===== src/pts_pkg.sv =====
package pts_pkg;

	// Step byte layout
	localparam int OP_MSB = 7;
	localparam int OP_LSB = 4;
	localparam int ARG_MSB = 3;
	localparam int ARG_LSB = 0;

	// Opcodes (upper nibble; the 3-bit ones match its top three bits)
	localparam logic [3:0] OP_CONTROL = 4'h0;
	localparam logic [3:0] OP_ADD = 4'h1;
	localparam logic [2:0] OP_STROBE = 3'h1;
	localparam logic [3:0] OP_WAIT_RISE = 4'h4;
	localparam logic [3:0] OP_WAIT_FALL = 4'h5;
	localparam logic [3:0] OP_RESERVED = 4'h6;
	localparam logic [3:0] OP_IRQ = 4'h7;
	localparam logic [2:0] OP_TRIG = 3'h4;
	localparam logic [2:0] OP_JUMP = 3'h5;
	localparam logic [2:0] OP_LOOP_A = 3'h6;
	localparam logic [2:0] OP_LOOP_B = 3'h7;

	// Control-step options
	localparam logic [3:0] CTL_NOP = 4'h0;
	localparam logic [3:0] CTL_COPY = 4'h1;
	localparam logic [3:0] CTL_WAIT_T0 = 4'h8;
	localparam logic [3:0] CTL_WAIT_T1 = 4'h9;
	localparam logic [3:0] CTL_CLR_T0 = 4'ha;
	localparam logic [3:0] CTL_CLR_T1 = 4'hb;
	localparam logic [3:0] CTL_CLR_CA = 4'hc;
	localparam logic [3:0] CTL_CLR_CB = 4'hd;

	// Add-step targets
	localparam logic [3:0] TGT_LIMIT_T0 = 4'h0;
	localparam logic [3:0] TGT_LIMIT_T1 = 4'h1;
	localparam logic [3:0] TGT_LIMIT_A = 4'h2;
	localparam logic [3:0] TGT_LIMIT_B = 4'h3;

	// Reset values
	localparam logic [4:0] PTR_RESET = 5'h00;
	localparam logic [15:0] CNT_RESET = 16'h0000;
	localparam logic [7:0] STEP_RESET = 8'h60;

	// Watchdog
	localparam int WDOG_TIME_US = 100;
	localparam int CLK_MHZ = 20;
	localparam int WDOG_CYCLES = WDOG_TIME_US * CLK_MHZ;

	typedef enum logic [2:0]
	{
		ST_IDLE = 3'b001,
		ST_EXEC = 3'b010,
		ST_WAIT = 3'b100
	} pts_state_t;

endpackage


===== src/pts_edge_if.sv =====
interface pts_edge_if #(parameter int NTRIG = 16);
	logic [NTRIG-1:0] rise;
	logic [NTRIG-1:0] fall;
	modport src (output rise, output fall);
	modport dst (input rise, input fall);
endinterface


===== src/pts_edge_detect.sv =====
module pts_edge_detect
	import pts_pkg::*;
#(
	parameter int NTRIG = 16
)
(
	input  wire logic             clk,
	input  wire logic             srst,
	input  wire logic [NTRIG-1:0] trigIn,
	pts_edge_if.src               edges
);
	logic [NTRIG-1:0] sync1_q;
	logic [NTRIG-1:0] sync2_q;
	logic [NTRIG-1:0] sync3_q;
	logic [NTRIG-1:0] level_q;
	logic [NTRIG-1:0] agree;

	// Three-stage synchroniser
	always_ff @(posedge clk)
	begin
		sync1_q <= trigIn;
		sync2_q <= sync1_q;
		sync3_q <= sync2_q;
	end

	// Level changes only when stages two and three agree
	assign agree = ~(sync2_q ^ sync3_q);

	always_ff @(posedge clk)
	begin
		if (srst)
			level_q <= '0;
		else
			level_q <= (agree & sync3_q) | (~agree & level_q);
	end

	// One-cycle edge pulses
	assign edges.rise = agree & sync3_q & ~level_q;
	assign edges.fall = agree & ~sync3_q & level_q;
endmodule


===== src/pts_trigger_sequencer.sv =====
module pts_trigger_sequencer
	import pts_pkg::*;
#(
	parameter int NTRIG       = 16,
	parameter int NOUT        = 32,
	parameter int QDEPTH      = 32,
	parameter int WDOG_CYCLES_P = WDOG_CYCLES
)
(
	input  wire logic              clk,
	input  wire logic              srst,
	input  wire logic              enable,
	input  wire logic              singleStep,
	input  wire logic              edgeInvert,
	input  wire logic              queueWrite,
	input  wire logic [4:0]        queueAddr,
	input  wire logic [7:0]        queueData,
	input  wire logic [15:0]       adjustValue,
	input  wire logic [15:0]       holdValue,
	input  wire logic [15:0]       loopLimitA,
	input  wire logic [15:0]       loopLimitB,
	input  wire logic [15:0]       timerLimit0In,
	input  wire logic [15:0]       timerLimit1In,
	input  wire logic              limitLoad,
	input  wire logic [NTRIG-1:0]  trigIn,
	output logic [NOUT-1:0]        trigOut,
	output logic [3:0]             irqOut,
	output logic                   stepIrq,
	output logic                   wdogIrq,
	output logic [4:0]             converterInputSelect,
	output logic [4:0]             stepPointer,
	output logic                   busy,
	output logic [15:0]            loopCounterA,
	output logic [15:0]            loopCounterB
);
	pts_edge_if #(.NTRIG(NTRIG)) edgeBus ();

	logic [7:0]       queue_q [QDEPTH];
	pts_state_t       state_q;
	pts_state_t       state_d;
	logic [4:0]       ptr_q;
	logic [4:0]       ptr_d;
	logic [7:0]       step_q;
	logic [15:0]      timer0_q;
	logic [15:0]      timer1_q;
	logic [15:0]      tlim0_q;
	logic [15:0]      tlim1_q;
	logic [15:0]      cntA_q;
	logic [15:0]      cntB_q;
	logic [15:0]      limA_q;
	logic [15:0]      limB_q;
	logic [$clog2(WDOG_CYCLES_P+1)-1:0] wdog_q;
	logic             waitRise_q;
	logic [3:0]       waitSel_q;
	logic [1:0]       waitTimer_q;

	logic [3:0]       opc;
	logic [3:0]       arg;
	logic [4:0]       wide;
	logic             isJump;
	logic             takeA;
	logic             takeB;
	logic             isTimerWait;
	logic [NTRIG-1:0] riseSel;
	logic [NTRIG-1:0] fallSel;
	logic             edgeHit;
	logic             timerHit;
	logic             waitDone;
	logic             execNow;
	logic             wdogFire;
	logic             stepAdvance;
	logic             waitLeave;
	logic [4:0]       ptrNext;

	// Add or copy a value into the selected limit
	function automatic logic [15:0] pick(input logic [3:0] tgt, input logic [3:0] want,
		input logic [15:0] cur, input logic [15:0] val, input logic add);
		logic [15:0] r;
		r = cur;
		if (tgt == want)
			r = add ? 16'(cur + val) : val;
		return r;
	endfunction

	pts_edge_detect #(.NTRIG(NTRIG)) uEdge
	(
		.clk    (clk),
		.srst   (srst),
		.trigIn (trigIn),
		.edges  (edgeBus.src)
	);

	// Step decode
	assign opc = step_q[OP_MSB:OP_LSB];
	assign arg = step_q[ARG_MSB:ARG_LSB];
	assign wide = {opc[0], arg};
	assign takeA = (opc[3:1] == OP_LOOP_A) && (cntA_q != limA_q);
	assign takeB = (opc[3:1] == OP_LOOP_B) && (cntB_q != limB_q);
	assign isJump = (opc[3:1] == OP_JUMP) || takeA || takeB;
	assign isTimerWait = (opc == OP_CONTROL)
		&& (arg == CTL_WAIT_T0 || arg == CTL_WAIT_T1);

	// Edge polarity select
	assign riseSel = edgeInvert ? edgeBus.fall : edgeBus.rise;
	assign fallSel = edgeInvert ? edgeBus.rise : edgeBus.fall;
	assign edgeHit = waitRise_q ? riseSel[waitSel_q] : fallSel[waitSel_q];
	assign timerHit = (waitTimer_q[0] && timer0_q >= tlim0_q)
		|| (waitTimer_q[1] && timer1_q >= tlim1_q);
	assign waitDone = (waitTimer_q != 2'b00) ? timerHit : edgeHit;
	assign execNow = (state_q == ST_EXEC);
	assign wdogFire = (state_q == ST_WAIT)
		&& (wdog_q == ($clog2(WDOG_CYCLES_P+1))'(WDOG_CYCLES_P));

	// Next pointer
	assign ptr_d = isJump ? wide : 5'(ptr_q + 5'h01);

	// Pointer of the coming cycle; the fetch follows it so a finished wait is not rerun
	assign stepAdvance = execNow && opc != OP_WAIT_RISE && opc != OP_WAIT_FALL && !isTimerWait;
	assign waitLeave = (state_q == ST_WAIT) && waitDone;
	assign ptrNext = stepAdvance ? ptr_d
		: (waitLeave ? 5'(ptr_q + 5'h01) : ptr_q);

	// Sequencer state
	always_comb
	begin
		state_d = state_q;
		case (state_q)
			ST_IDLE:
				if (enable)
					state_d = ST_EXEC;
			ST_EXEC:
				if (!enable)
					state_d = ST_IDLE;
				else if (opc == OP_WAIT_RISE || opc == OP_WAIT_FALL || isTimerWait)
					state_d = ST_WAIT;
				else if (singleStep)
					state_d = ST_IDLE;
			ST_WAIT:
				if (!enable || wdogFire)
					state_d = ST_IDLE;
				else if (waitDone)
					state_d = singleStep ? ST_IDLE : ST_EXEC;
			default:
				state_d = ST_IDLE;
		endcase
	end

	always_ff @(posedge clk)
	begin
		if (srst)
			state_q <= ST_IDLE;
		else
			state_q <= state_d;
	end

	// Queue storage written by software
	always_ff @(posedge clk)
	begin
		if (queueWrite)
			queue_q[queueAddr] <= queueData;
	end

	// Pointer and fetched step
	always_ff @(posedge clk)
	begin
		if (srst)
			ptr_q <= PTR_RESET;
		else
			ptr_q <= ptrNext;
	end

	always_ff @(posedge clk)
	begin
		if (srst)
			step_q <= STEP_RESET;
		else
			step_q <= queue_q[ptrNext];
	end

	// Wait capture
	always_ff @(posedge clk)
	begin
		if (srst)
		begin
			waitRise_q  <= 1'b0;
			waitSel_q   <= 4'h0;
			waitTimer_q <= 2'b00;
		end
		else if (execNow)
		begin
			waitRise_q  <= (opc == OP_WAIT_RISE);
			waitSel_q   <= arg;
			waitTimer_q <= isTimerWait ? {arg == CTL_WAIT_T1, arg == CTL_WAIT_T0} : 2'b00;
		end
	end

	// Timers count every cycle; each timer's own clear and timer-wait steps restart it
	always_ff @(posedge clk)
	begin
		if (srst)
		begin
			timer0_q <= CNT_RESET;
			timer1_q <= CNT_RESET;
		end
		else
		begin
			timer0_q <= (execNow && (arg == CTL_CLR_T0 || arg == CTL_WAIT_T0) && opc == OP_CONTROL)
				? CNT_RESET : 16'(timer0_q + 16'h0001);
			timer1_q <= (execNow && (arg == CTL_CLR_T1 || arg == CTL_WAIT_T1) && opc == OP_CONTROL)
				? CNT_RESET : 16'(timer1_q + 16'h0001);
		end
	end

	// Limits: loaded by software, adjusted by add and copy steps
	always_ff @(posedge clk)
	begin
		if (srst)
		begin
			tlim0_q <= CNT_RESET;
			tlim1_q <= CNT_RESET;
			limA_q  <= CNT_RESET;
			limB_q  <= CNT_RESET;
		end
		else if (limitLoad)
		begin
			tlim0_q <= timerLimit0In;
			tlim1_q <= timerLimit1In;
			limA_q  <= loopLimitA;
			limB_q  <= loopLimitB;
		end
		else if (execNow && opc == OP_ADD)
		begin
			tlim0_q <= pick(arg, TGT_LIMIT_T0, tlim0_q, adjustValue, 1'b1);
			tlim1_q <= pick(arg, TGT_LIMIT_T1, tlim1_q, adjustValue, 1'b1);
			limA_q  <= pick(arg, TGT_LIMIT_A, limA_q, adjustValue, 1'b1);
			limB_q  <= pick(arg, TGT_LIMIT_B, limB_q, adjustValue, 1'b1);
		end
		else if (execNow && opc == OP_CONTROL && arg == CTL_COPY)
		begin
			tlim0_q <= holdValue;
			tlim1_q <= holdValue;
		end
	end

	// Loop counters
	always_ff @(posedge clk)
	begin
		if (srst)
		begin
			cntA_q <= CNT_RESET;
			cntB_q <= CNT_RESET;
		end
		else if (execNow)
		begin
			if (takeA)
				cntA_q <= 16'(cntA_q + 16'h0001);
			else if (opc == OP_CONTROL && arg == CTL_CLR_CA)
				cntA_q <= CNT_RESET;
			if (takeB)
				cntB_q <= 16'(cntB_q + 16'h0001);
			else if (opc == OP_CONTROL && arg == CTL_CLR_CB)
				cntB_q <= CNT_RESET;
		end
	end

	// Watchdog counts wait cycles
	always_ff @(posedge clk)
	begin
		if (srst || state_q != ST_WAIT)
			wdog_q <= '0;
		else if (!wdogFire)
			wdog_q <= wdog_q + 1'b1;
	end

	// Pulsed outputs and held input select, reserved codes fall through as no-ops
	always_ff @(posedge clk)
	begin
		if (srst)
		begin
			trigOut <= '0;
			irqOut  <= 4'h0;
			stepIrq <= 1'b0;
			wdogIrq <= 1'b0;
			converterInputSelect <= 5'h00;
		end
		else
		begin
			trigOut <= '0;
			irqOut  <= 4'h0;
			if (execNow && opc[3:1] == OP_TRIG)
				trigOut[wide] <= 1'b1;
			if (execNow && opc == OP_IRQ && arg < 4'h4)
				irqOut[arg[1:0]] <= 1'b1;
			if (execNow && opc[3:1] == OP_STROBE)
				converterInputSelect <= wide;
			stepIrq <= singleStep && ((execNow && state_d != ST_WAIT)
				|| (state_q == ST_WAIT && waitDone));
			wdogIrq <= wdogFire;
		end
	end

	// Status mirrors
	always_ff @(posedge clk)
	begin
		if (srst)
		begin
			stepPointer  <= PTR_RESET;
			busy         <= 1'b0;
			loopCounterA <= CNT_RESET;
			loopCounterB <= CNT_RESET;
		end
		else
		begin
			stepPointer  <= ptr_q;
			busy         <= (state_q != ST_IDLE);
			loopCounterA <= cntA_q;
			loopCounterB <= cntB_q;
		end
	end
endmodule


===== config.mk =====
export PLATFORM = sky130hd
export DESIGN_NAME = pts_trigger_sequencer
export DESIGN_NICKNAME = d
export VERILOG_FILES = /design/src/pts_pkg.sv /design/src/pts_edge_if.sv /design/src/pts_edge_detect.sv /design/src/pts_trigger_sequencer.sv
export SDC_FILE = /design/constraint.sdc
export NUM_CORES = 1
export LEC_CHECK = 0
export BUFFER_PORTS_ARGS = -buffer_cell sky130_fd_sc_hd__buf_2
export CAP_MARGIN = 10
export CORE_MARGIN = 10
export CORE_UTILIZATION = 40
export CTS_CLUSTER_DIAMETER = 50
export CTS_CLUSTER_SIZE = 40
export DETAILED_ROUTE_END_ITERATION = 8
export SLEW_MARGIN = 10
export SYNTH_ARGS = -nofsm -noshare
export SYNTH_HDL_FRONTEND = slang
export SYNTH_SLANG_ARGS = --single-unit
export TNS_END_PERCENT = 50

===== constraint.sdc =====
create_clock -name clk -period 5.5 [get_ports clk]
set_input_delay 0.275 -clock clk [delete_from_list [all_inputs] [get_ports clk]]
set_output_delay 0.275 -clock clk [all_outputs]
set_load 0.01 [all_outputs]

* Word level (Yosys, flattened, before mapping)
Memories as Yosys holds them, arrays and structs flattened. A register that Yosys moved wholly into a read port is not among the register bits.
Cells that the tools add are included.
** Storage, ports and cells
- Flip-flop bits (word level) :: 299
- Memory bits (writable) :: 256
- Logic and storage cells :: 192
- Memories kept :: 1
** Memories
- queue_q :: depth 32, bits a word 8, read ports 1, clocked after memory_dff 1, write ports 1, line pts_trigger_sequencer.sv:38 : logic [7:0] queue_q [QDEPTH];
** Cells by class
- Add/sub/neg operators :: 10
- Order comparisons :: 8
- Equal/unequal tests :: 31
- Mux-type cells :: 43
- Bitwise gates (word level) :: 13
- Reduce and logical (&&, ||, !) cells :: 59
** Operators by type and width (number)
- $mux 16 :: 19
- $and 16x16->16 :: 5
- $add 16x1->16 const B :: 4
- $add 16x16->16 :: 4
- $not 16->16 :: 4
- $ge 16x16->1 :: 2
- $ne 16x16->1 :: 2
- $logic_and 1x1->1 :: 27
- $eq 4x4->1 const B :: 6
- $mux 3 :: 6
- $or 16x16->16 :: 1
- $xor 16x16->16 :: 1
- $eq 3x3->1 const B :: 5
- $mux 5 :: 3
- $eq 4x3->1 const B :: 3
- $reduce_and 2->1 :: 6
- $reduce_bool 2->1 :: 6
- $add 11x1->11 const B :: 1
- $eq 11x11->1 const B :: 1
- $logic_or 1x1->1 :: 11
- $pmux 3 s3 :: 1
- $bmux 1 s4 :: 2
- $eq 4x1->1 const B :: 2
- $eq 4x2->1 const B :: 2
- 22 further kinds :: 40

* Logic depth before layout (Yosys ltp)
Gate-level depths: netlist (run 1).
- Word-level depth :: 16
- Depth in mapped cells :: 18
- Mapped depth without buffers :: 15

* Modules after synthesis
From an unflattened synthesis (run 1), not the netlist that was laid out.
** Second synthesis, totals
- Cells, all modules :: 2374
- Area total of the unflattened synthesis :: 26205.1 µm²
** Modules (own cells, without submodules)
- pts_trigger_sequencer :: times used 1, cells an instance 2180, area each 23916.7 µm², seq. area each 12552.0 µm²
- pts_edge_detect :: times used 1, cells an instance 194, area each 2288.4 µm², seq. area each 1281.2 µm²

* Worst setup path after synthesis (run 1)
OpenSTA, ideal clock, no wires.
- Path type :: register -> register
- Start point :: register uEdge.sync3_q[4]
- End point :: register step_q[6] (read register of queue_q)
- Arrival :: 3.361 ns
- Required time :: 5.412 ns
- Slack :: 2.051 ns
- Stages on the path, launching flop included :: 15
- Buffers on the path :: 2
- Clock period less this slack :: 3.449 ns
- Cell sequence :: dfxtp_1 ha_1 nor3b_1 a311oi_1 or4_1 mux4_2 nand3b_1 and4_1 buf_4 o32a_2 o221a_2 buf_4 mux2_2 a22o_1 nor4_2
** Between the ends
- Word-level cells in the longest chain between the ends :: 12
- Elaborated cells on any way between the ends :: 18
- Classes of those cells :: 10 x mux; 7 x bitwise; 1 x reduce/logical
** Ends and longest elaborated chain
- start, declared :: line pts_edge_detect.sv:14 : logic [NTRIG-1:0] sync3_q;
- start signal, assigned :: line pts_edge_detect.sv:23 : sync3_q <= sync2_q;
- $xor 16x16->16 :: line pts_edge_detect.sv:27 : assign agree = ~(sync2_q ^ sync3_q);
- $not 16->16 :: line pts_edge_detect.sv:27
- $and 16x16->16, on equally long branches (2 in series) :: line pts_edge_detect.sv:39, pts_edge_detect.sv:38
- $mux 16, on equally long branches :: line pts_trigger_sequencer.sv:105, pts_trigger_sequencer.sv:104
- $bmux 1 s4 :: line pts_trigger_sequencer.sv:106 : assign edgeHit = waitRise_q ? riseSel[waitSel_q] : fallSel[waitSel_q];
- $mux 1 (not written as such) :: line pts_trigger_sequencer.sv:106
- $mux 1 * :: line pts_trigger_sequencer.sv:106
- $mux 1 * :: line pts_trigger_sequencer.sv:109 : assign waitDone = (waitTimer_q != 2'b00) ? timerHit : edgeHit;
- $logic_and 1x1->1 * :: line pts_trigger_sequencer.sv:119 : assign waitLeave = (state_q == ST_WAIT) && waitDone;
- $mux 5 * :: line pts_trigger_sequencer.sv:121 : : (waitLeave ? 5'(ptr_q + 5'h01) : ptr_q);
- $mux 5 * :: line pts_trigger_sequencer.sv:120 : assign ptrNext = stepAdvance ? ptr_d
- end, declared :: line pts_trigger_sequencer.sv:43 : logic [7:0] step_q;
Mark *: on every way between the ends. The rest lies on a longest branch, timed or not. The select of a mux whose other input is x is not followed.
A chain may end at the register's enable or synchronous reset.

* Worst setup path after layout (run 1)
- Start point :: register waitSel_q[1]
- End point :: register step_q[6] (read register of queue_q)
** Between the ends
- Word-level cells in the longest chain between the ends :: 7
- Elaborated cells on any way between the ends :: 9
- Classes of those cells :: 8 x mux; 1 x reduce/logical
** Ends and longest elaborated chain
- start, declared :: line pts_trigger_sequencer.sv:54 : logic [3:0] waitSel_q;
- start signal, assigned :: line pts_trigger_sequencer.sv:192 : waitSel_q <= arg;
- $bmux 1 s4 :: line pts_trigger_sequencer.sv:106
- $mux 1 (not written as such) :: line pts_trigger_sequencer.sv:106
- $mux 1 * :: line pts_trigger_sequencer.sv:106
- $mux 1 * :: line pts_trigger_sequencer.sv:109
- $logic_and 1x1->1 * :: line pts_trigger_sequencer.sv:119
- $mux 5 * :: line pts_trigger_sequencer.sv:121
- $mux 5 * :: line pts_trigger_sequencer.sv:120
Marks and branches as above.

==> run metrics, run 1 <==
CP max FO 17; initial antenna violation count 1; detailed-route wire length on metal 1 31,510 um; DR top layer met4; Fillers 5,858; FF+latch count, synth 563; startpoint types flip-flop; Largest Register queue_q; synth top area cells edfxtp_1 30%, dfxtp_1 24%, mux2i_1 6.9%; CTS tree built; pin count of the biggest net entering global routing 77; setup_tns 0 ps; total chip power 9.491 mW; Initial Util 40.31%; routed wl met2 34,910 um; Routed Antenna Nets 0; height of the die 274.4 um; Placed Cells 3,382; max reg flops 256; unrepaired setup endpoints after global routing no; Die ar. 75,310 um2; ratio of cells with drive above 1 in the final layout 14.28%; biggest regs queue_q: 256 flops, trigOut: 32 flops; leading area contributor after synthesis edfxtp_1; Num Clock Sinks 563; Hold Violations, Final 0; DRT Pass-1 Iters 7; routability cong. 0.9098; Core ar. 64,230 um2; worst endpoint required time 6010 ps; post-cts resize count 0; Peak Freq 0.2127 GHz; synthesized cell area 25,890 um2; Setup Buffers After CTS 0; status complete, no violations; Worst Hold Class primary input to flip-flop; pins over their slew limit 0; Area Overhead vs Synth 18.17%; register area share after synthesis 53.42%; # IOs 213; asr flop ratio synth 0%; Final setup violation count 0; Tightest Pin Transition 1109 ps; Post-DP HPWL 52,700 um; routed wl met3 5864 um; Tot GR Track Use 19.20%; DR vias 19,340; worst ir drop on vdd 0.3223 mV; Yosys cell types 82; crit end category flip-flop; Synth top area share 29.69%; number of enable flip-flop cells after synthesis 256; number of standard cells in the layout, taps in and fillers out 3,567; Seq. cell area 13,830 um2; CTS H-tree depth 2; Port Buffer Count 212; setup ws final 799.6 ps; Leakage Power 11.78 nW; Root Buffer clkbuf_16; CTS clk-pin slew, worst paths 70 ps; First DRT Iteration DRCs 1,784; fin crit period 4700 ps; pwr dens 310.2 nW/um2; Clock Skew 37.58 ps; Crit Path Class flip-flop to flip-flop; TritonCTS buffer count 60; number of global-route vias before repair 18,970; pre-CTS setup slack 780.7 ps; final wirelength 74,080 um; multi-input logic area 11,190 um2; first-pass GRT wire length 112,200 um; WL per Instance 20.77 um; gr ovfl total 0; Max Cap Violations 0; Syn Area/Cell 10.85 um2; synth warn 0; Remaining DRCs 0; Die W 274.4 um; syn_nets 2,654; period utilization 85.46%; worst-case headroom to the max-slew limit 25.39%; fin util 47.64%; clk_lat worst skew 660 ps; CTS Buffer Depth 3; CP Data Arrival Time 5210 ps; row cnt 93; via-per-instance ratio 5.421; Final #Nets 2,925; Synth Instances 2,387; top_reg_cell synth dfxtp_1
-- synthesized netlist by cell type (all sizes together), types with 24 or more instances --
cell      n
nand3    44
buf      39
ha      131
nor2    285
inv     114
o211ai   33
clkbuf   61
edfxtp  256
nand2   171
nor2b    50
nand4    36
a22oi    32
xnor2    82
o21ai    83
a21oi    93
dfxtp   307
nand3b   24
mux2i   178
xor2     51
-- what timing repair did --
action | CTS | global route
endpoints found under the setup margin | 0 | 0
endpoints found under the hold margin | 66 | 0
hold buffers | 69 | 0
-- layer usage --
layer  track usage (%)  vias up
li1                  -     9180
met1             24.90     9313
met3             3.877      106
met2             32.12      737
met4             5.191        0
met5                 0        -
-- through the flow --
step           hold WS (ps)  area [um2]
6_report              32.19       30600
5_1_grt               29.11       30590
4_1_cts              0.9355       30590
3_5_place_dp          314.3       27830
3_3_place_gp          313.3       27830
2_1_floorplan         302.7       25890
-- power breakdown --
group	internal (mW)	switching, mW	total (mW)
clock network	2.20	1.94	4.14
registers	4.46	0.0848	4.54
logic	0.338	0.465	0.803
total	7.00	2.49	9.49
-- area by class of cell --
class                   count  share of cell area (%)
multi-input cells        1610                   36.56
well taps                 855                   3.496
clock inverters            50                   1.791
diodes                      2                 0.01636
flip-flops and latches    563                   45.21
repair buffers            309                   6.542
inverters                 114                   1.398
clock buffers              64                   4.989
-- path summary, 6_finish.rpt --
kind,startpoint,to,slack [ps],depth (start not counted)
worst min-delay path,timerLimit1In[1],tlim1_q[1],30,5
worst min register to register,uEdge.sync1_q[0],uEdge.sync2_q[0],320,0
worst max register to register,waitSel_q[1],step_q[6],800,13
worst max-delay path,waitSel_q[1],step_q[6],800,13
-- worst max-delay path: stages (launching register included) --
cell	delay (ps)
dfxtp_1	620
or2_1	250
a311oi_1	70
or4_1	550
mux4_2	510
nand3b_1	130
and4_1	420
o32a_2	230
o221a_2	310
buf_4	320
and2_1	590
a22oi_1	200
a21oi_1	260
nor4_2	80
-- cells in the final DEF (no fill, tap or decap), drive strengths merged, types with 83 or more instances in the layout --
master / instances
a21oi: 93
edfxtp: 256
nand2: 171
buf: 240
inv: 137
dfxtp: 307
ha: 131
nor2: 285
mux2i: 178
o21ai: 83
-- cell families after synthesis --
group           count (synthesis)  synth area share (%)
compound gates                412                 10.97
xor+xnor                      133                 4.498
fa+ha+maj                     135                 6.639
buf+inv                       214                 3.484
flops                         563                 53.42
mux                           188                 7.359
simple gates                  742                 13.63
Power figures use the tool's default switching activity.
==> run 2: changes to the inputs <==
CELL_PAD_IN_SITES_DETAIL_PLACEMENT = 0   (was default)
CELL_PAD_IN_SITES_GLOBAL_PLACEMENT = 1   (was default)
CORE_ASPECT_RATIO = 0.6   (was default)
CTS_BUF_LIST = sky130_fd_sc_hd__clkbuf_2   (was default)
PLACE_DENSITY_LB_ADDON = 0.1   (was default)
==> run 2 against run 1 <==
  * Sequential share of layout area decreased by 1.6 points
  * Global-route usage is 2.9 points higher
  * Clock skew grew 190 ps
  * First-iteration DRC count decreased by 1.3%
  * Clock-buffer cell count down 20
  * Clock power shrank 41%
  * Final cell count rose by 5.6%
  * Core utilization increased by 1.8 points
  * Wire length grew 17%
==> run metrics, run 2 (same netlist as run 1, synthesis figures left out) <==
P_sw 2.380 mW; unrepaired setup endpoints after global routing no; period utilization 84.58%; initial antenna violation count 10; CTS tree built; Final setup violation count 0; Die ar. 75,650 um2; worst r2r path cells 15; Die W 348.5 um; worst-case headroom to the max-slew limit 25.19%; post-cts resize count 0; Setup Buffers After CTS 0; pins over their slew limit 0; worst ir drop on vdd 0.1784 mV; Peak Freq 0.2150 GHz; most frequent cells in the layout 307 x dfxtp_1, 291 x dlygate4sd3_1, 284 x nor2_1; CTS clk-pin slew, worst paths 350 ps; Sw Share 29.77%; CTS H-tree depth 2; height of the die 217.1 um; CTS hold repair buffers 293; Root Buffer clkbuf_2; total chip power 7.996 mW; Initial Util 40.31%; CTS Buffer Depth 3; Area Overhead vs Synth 22.53%; row cnt 72; startpoint types flip-flop; Placed Cells 3,387; WL per Instance 22.94 um; Hold Violations, Final 0; DR vias 20,300; RR Endpoint limB_q[13]; ratio of cells with drive above 1 in the final layout 12.74%; Internal Dissipation 5.616 mW; final wirelength 86,370 um; pre-CTS setup slack 670.3 ps; Num Clock Sinks 563; pin count of the biggest net entering global routing 76; gr ovfl total 0; CP max FO 3; Gate power share 12.5%; Worst Hold Class primary input to flip-flop; R2R Setup Slk 850 ps; biggest regs queue_q: 256 flops, trigOut: 32 flops; via-per-instance ratio 5.392; Core ar. 64,230 um2; Hold Crit Start holdValue[9]; Largest Register queue_q; hold depth 6; number of standard cells in the layout, taps in and fillers out 3,765; Clock Skew 228.5 ps; Crit Path Class flip-flop to flip-flop; First DRT Iteration DRCs 1,760; Routed Antenna Nets 0; Fillers 5,828; fin util 49.40%; Post-DP HPWL 60,480 um; Final #Nets 3,142; # IOs 213; Seq pwr share 57.0%; setup ws final 848.0 ps; reg2reg start limB_q[1]; WHS Endpoint tlim0_q[9]; Tot GR Track Use 22.12%; crit end category flip-flop; worst endpoint required time 6650 ps; setup_tns 0 ps; status complete, no violations; Tightest Pin Transition 1118 ps; first-pass GRT wire length 127,300 um; max reg flops 256; Port Buffer Count 212; Max Cap Violations 0; fin crit period 4652 ps; TritonCTS buffer count 44; DRT Pass-1 Iters 9; pwr dens 252.0 nW/um2; Clk network pwr share 30.4%; routability cong. 0.8910; Remaining DRCs 0; number of global-route vias before repair 19,900; CP Data Arrival Time 5800 ps; Leakage Power 12.20 nW; commonest non-fill, non-tap cell in the layout dfxtp_1; clk_lat worst skew 1350 ps
==> run 2: cell types whose count changed in the layout (fill, tap and decap cells not counted), moves of 4 or more <==
cell | before | now
clkinv_2 | 4 | 0
clkinv_16 | 0 | 4
inv_6 | 11 | 4
clkbuf_2 | 0 | 44
dlygate4sd3_1 | 69 | 291
clkbuf_16 | 60 | 0
clkinv_4 | 7 | 2
bufinv_16 | 1 | 5
buf_4 | 26 | 36
==> run 2: cell type report <==
type                    instances  area, um2  share of cell area [%]
inverters                     114      427.9                   1.349
flip-flops and latches        563      13830                   43.60
clock buffers                  44      220.2                  0.6940
multi-input cells            1610      11210                   35.34
repair buffers                542       4319                   13.61
well taps                     851       1065                   3.356
diodes                          3      7.507                 0.02366
clock inverters                38      641.9                   2.023
==> run 2: worst max path at each step <==
stage	startpoint	end	depth (start not counted)
6_report	limB_q[1]	limB_q[13]	15
5_1_grt	timer1_q[5]	step_q[2]	13
4_1_cts	timer1_q[5]	step_q[5]	14
3_5_place_dp	edgeInvert	step_q[0]	14
3_3_place_gp	tlim1_q[5]	step_q[0]	15
2_1_floorplan	uEdge.sync3_q[4]	step_q[6]	14
==> run 2: per-stage QoR <==
| stage | cell area [um2] | hold slack, ps |
|---|---|---|
| CTS | 31710 | 2.028 |
| detailed placement | 27900 | 313.2 |
| global placement | 27900 | 310.5 |
| finish | 31730 | 181.4 |
| global route | 31730 | 87.03 |
| floorplan | 25890 | 302.7 |
==> run 2: per-layer routing <==
layer	global-route usage, %	wire [um]	up-vias
li1	-	-	9589
met1	33.96	43120	9904
met2	30.04	33850	703
met3	6.452	7923	101
met4	4.544	1470	2
met5	0	13	-
==> run 2: power groups by stage <==
stage	registers, mW	logic [mW]	clock network [mW]
after floorplan	4.60	0.507	0
after global placement	4.63	0.780	0
after detailed placement	4.63	0.790	0
after CTS	4.56	0.981	2.52
after global routing	4.58	1.09	2.66
final	4.56	1.00	2.43
==> run 2: worst max-delay path, cell delays in order (launching register included) <==
cell,delay (ps)
dfxtp_1,460
ha_1,270
a21o_1,210
a21oi_1,220
o21ai_0,120
a21oi_1,240
nand2b_1,140
a21boi_0,100
o31a_1,280
o41ai_1,530
o21ai_0,290
xor2_1,200
a222oi_1,340
dlygate4sd3_1,620
nor2_1,40
dlygate4sd3_1,580
==> run 3: changes to the inputs <==
clock period = 3.85 ns   (was 5.5 ns; I/O delays follow)
==> run 3 against run 2 <==
  * Worst setup slack worse by 830 ps
  * Clock skew shrank 120 ps
  * Global-route usage is 0.26 points lower
  * Final area is 8.0% higher
  * Sequential power rose by 43%
  * Clock power increased by 32%
  * Hold slack got worse by 25 ps
  * Via count grew 4.5%
  * Die area unchanged
  * Fmax grew 21%
  * Critical endpoint is now step_q[6]
  * Largest cell class unchanged
==> run metrics, run 3 (same netlist as run 1, synthesis figures left out) <==
DR vias 21,220; TritonCTS buffer count 45; most frequent cells in the layout 336 x dlygate4sd3_1, 280 x nor2_1, 278 x dfxtp_1; ratio of cells with drive above 1 in the final layout 21.30%; CTS tree built; RR Endpoint step_q[6]; max reg flops 256; Post-DP HPWL 59,640 um; pwr dens 331.1 nW/um2; Num Clock Sinks 563; DRT Pass-1 Iters 8; Port Buffer Count 212; CP max FO 9; CP max stage delay 530 ps; worst ir drop on vdd 0.2604 mV; Peak Freq 0.2607 GHz; startpoint types flip-flop; Hold Crit Start queueAddr[2]; first-pass GRT wire length 127,900 um; Placed Cells 3,502; First DRT Iteration DRCs 1,945; Worst Hold Class primary input to flip-flop; initial antenna violation count 7; pins over their slew limit 0; Area Overhead vs Synth 32.28%; Root Buffer clkbuf_2; worst endpoint required time 5020 ps; WHS Endpoint queue_q[14][5]; worst-case headroom to the max-slew limit 29.81%; CTS H-tree depth 2; CP max stage cell or4_1; gr ovfl total 0; Max Cap Violations 0; height of the die 217.1 um; CP Cell Sequence ha_4, nor3b_2, a311oi_1, or4_1, mux4_2, nand3b_1, nand4_1, buf_6, a2bb2oi_4, buf_12, buf_8, buf_4, mux2i_2, a22oi_2, a21oi_2, nor4_2; worst r2r path cells 16; Die W 348.5 um; pin count of the biggest net entering global routing 63; crit end category flip-flop; status complete, no violations; Final setup violation count 0; # IOs 213; hold depth 4; Remaining DRCs 0; Tot GR Track Use 21.86%; WL per Instance 21.76 um; via-per-instance ratio 5.358; Hold Violations, Final 0; unrepaired setup endpoints after global routing yes; period utilization 99.63%; CP Data Arrival Time 5010 ps; CTS clk-pin slew, worst paths 440 ps; CTS Buffer Depth 3; row cnt 72; Initial Util 40.31%; Core ar. 64,230 um2; routability cong. 0.8801; Clock Skew 106.3 ps; Leakage Power 13.36 nW; clk_lat worst skew 1250 ps; Crit Path Class flip-flop to flip-flop; total chip power 11.34 mW; number of global-route vias before repair 20,860; Largest Register queue_q; R2R Setup Slk 10 ps; Final #Nets 3,338; Routed Antenna Nets 0; Die ar. 75,650 um2; biggest regs queue_q: 256 flops, trigOut: 32 flops; fin crit period 3836 ps; final wirelength 86,190 um; Tightest Pin Transition 1049 ps; number of standard cells in the layout, taps in and fillers out 3,961; reg2reg start uEdge.sync3_q[3]; commonest non-fill, non-tap cell in the layout dlygate4sd3_1
==> run 3: layout make-up <==
cell class,instances,area [um2]
fill,5632,29980
timing repair buffer,737,6275
clock buffer,48,240.2
sequential,563,13880
antenna,2,5.005
inverter,114,427.9
tap,851,1065
multi-input combinational,1610,11870
clock inverter,36,491.7
==> run 3: power by group <==
part	switching [mW]	internal [mW]	leakage [nW]	total, mW
logic	0.830	0.807	8.11	1.64
registers	0.108	6.39	4.82	6.50
clock network	2.41	0.797	0.426	3.20
total	3.34	8.00	13.4	11.3
==> run 3: worst max-delay path by stage <==
stage	slack (ps)	endpoint	start
after floorplan	400	step_q[6]	uEdge.sync3_q[4]
after global placement	-400	step_q[6]	tlim1_q[6]
after detailed placement	-360	step_q[5]	tlim1_q[6]
after CTS	-2	step_q[5]	uEdge.sync3_q[7]
after global routing	-140	step_q[6]	uEdge.sync3_q[3]
final	10	step_q[6]	uEdge.sync3_q[3]
==> run 3: repair_timing <==
item / 4_1_cts / 5_1_grt
hold endpoints to repair: 697 / 0
pin swaps: 5 / 44
setup buffers: 6 / 20
gates cloned: 1 / 3
endpoints found under the setup margin: 8 / 45
hold buffers: 345 / 0
gates resized for setup: 42 / 165
==> run 3: stage by stage <==
stage / util (%) / setup TNS, ps / setup WS (ps) / hold WS [ps] / instance area, um2
finish: 53.33 / 0 / 14.22 / 156.7 / 34250
global route: 53.33 / -546.9 / -143.1 / 104.9 / 34250
CTS: 52.07 / -2.424 / -2.424 / 4.463 / 33440
detailed placement: 44.98 / -2291 / -358.3 / 296.1 / 28890
global placement: 44.98 / -2102 / -395.8 / 295.8 / 28890
floorplan: - / 0 / 401.2 / 220.2 / 25890
==> run 3: worst max-delay path: cells and delay by family, from the launching register on <==
kind | cells | cell delay (ps)
simple gates | 5 | 1090
buf+inv | 4 | 680
flops | 1 | 440
mux | 2 | 820
compound gates | 4 | 630
fa+ha+maj | 1 | 140
==> run 3: layer usage <==
| metal | share of wire, % | routed length [um] | track usage [%] |
|---|---|---|---|
| met5 | 0.080 | 69 | 0 |
| met4 | 2.1 | 1793 | 5.365 |
| met3 | 7.9 | 6796 | 4.588 |
| met2 | 39 | 34010 | 30.14 |
| met1 | 50 | 43530 | 33.96 |
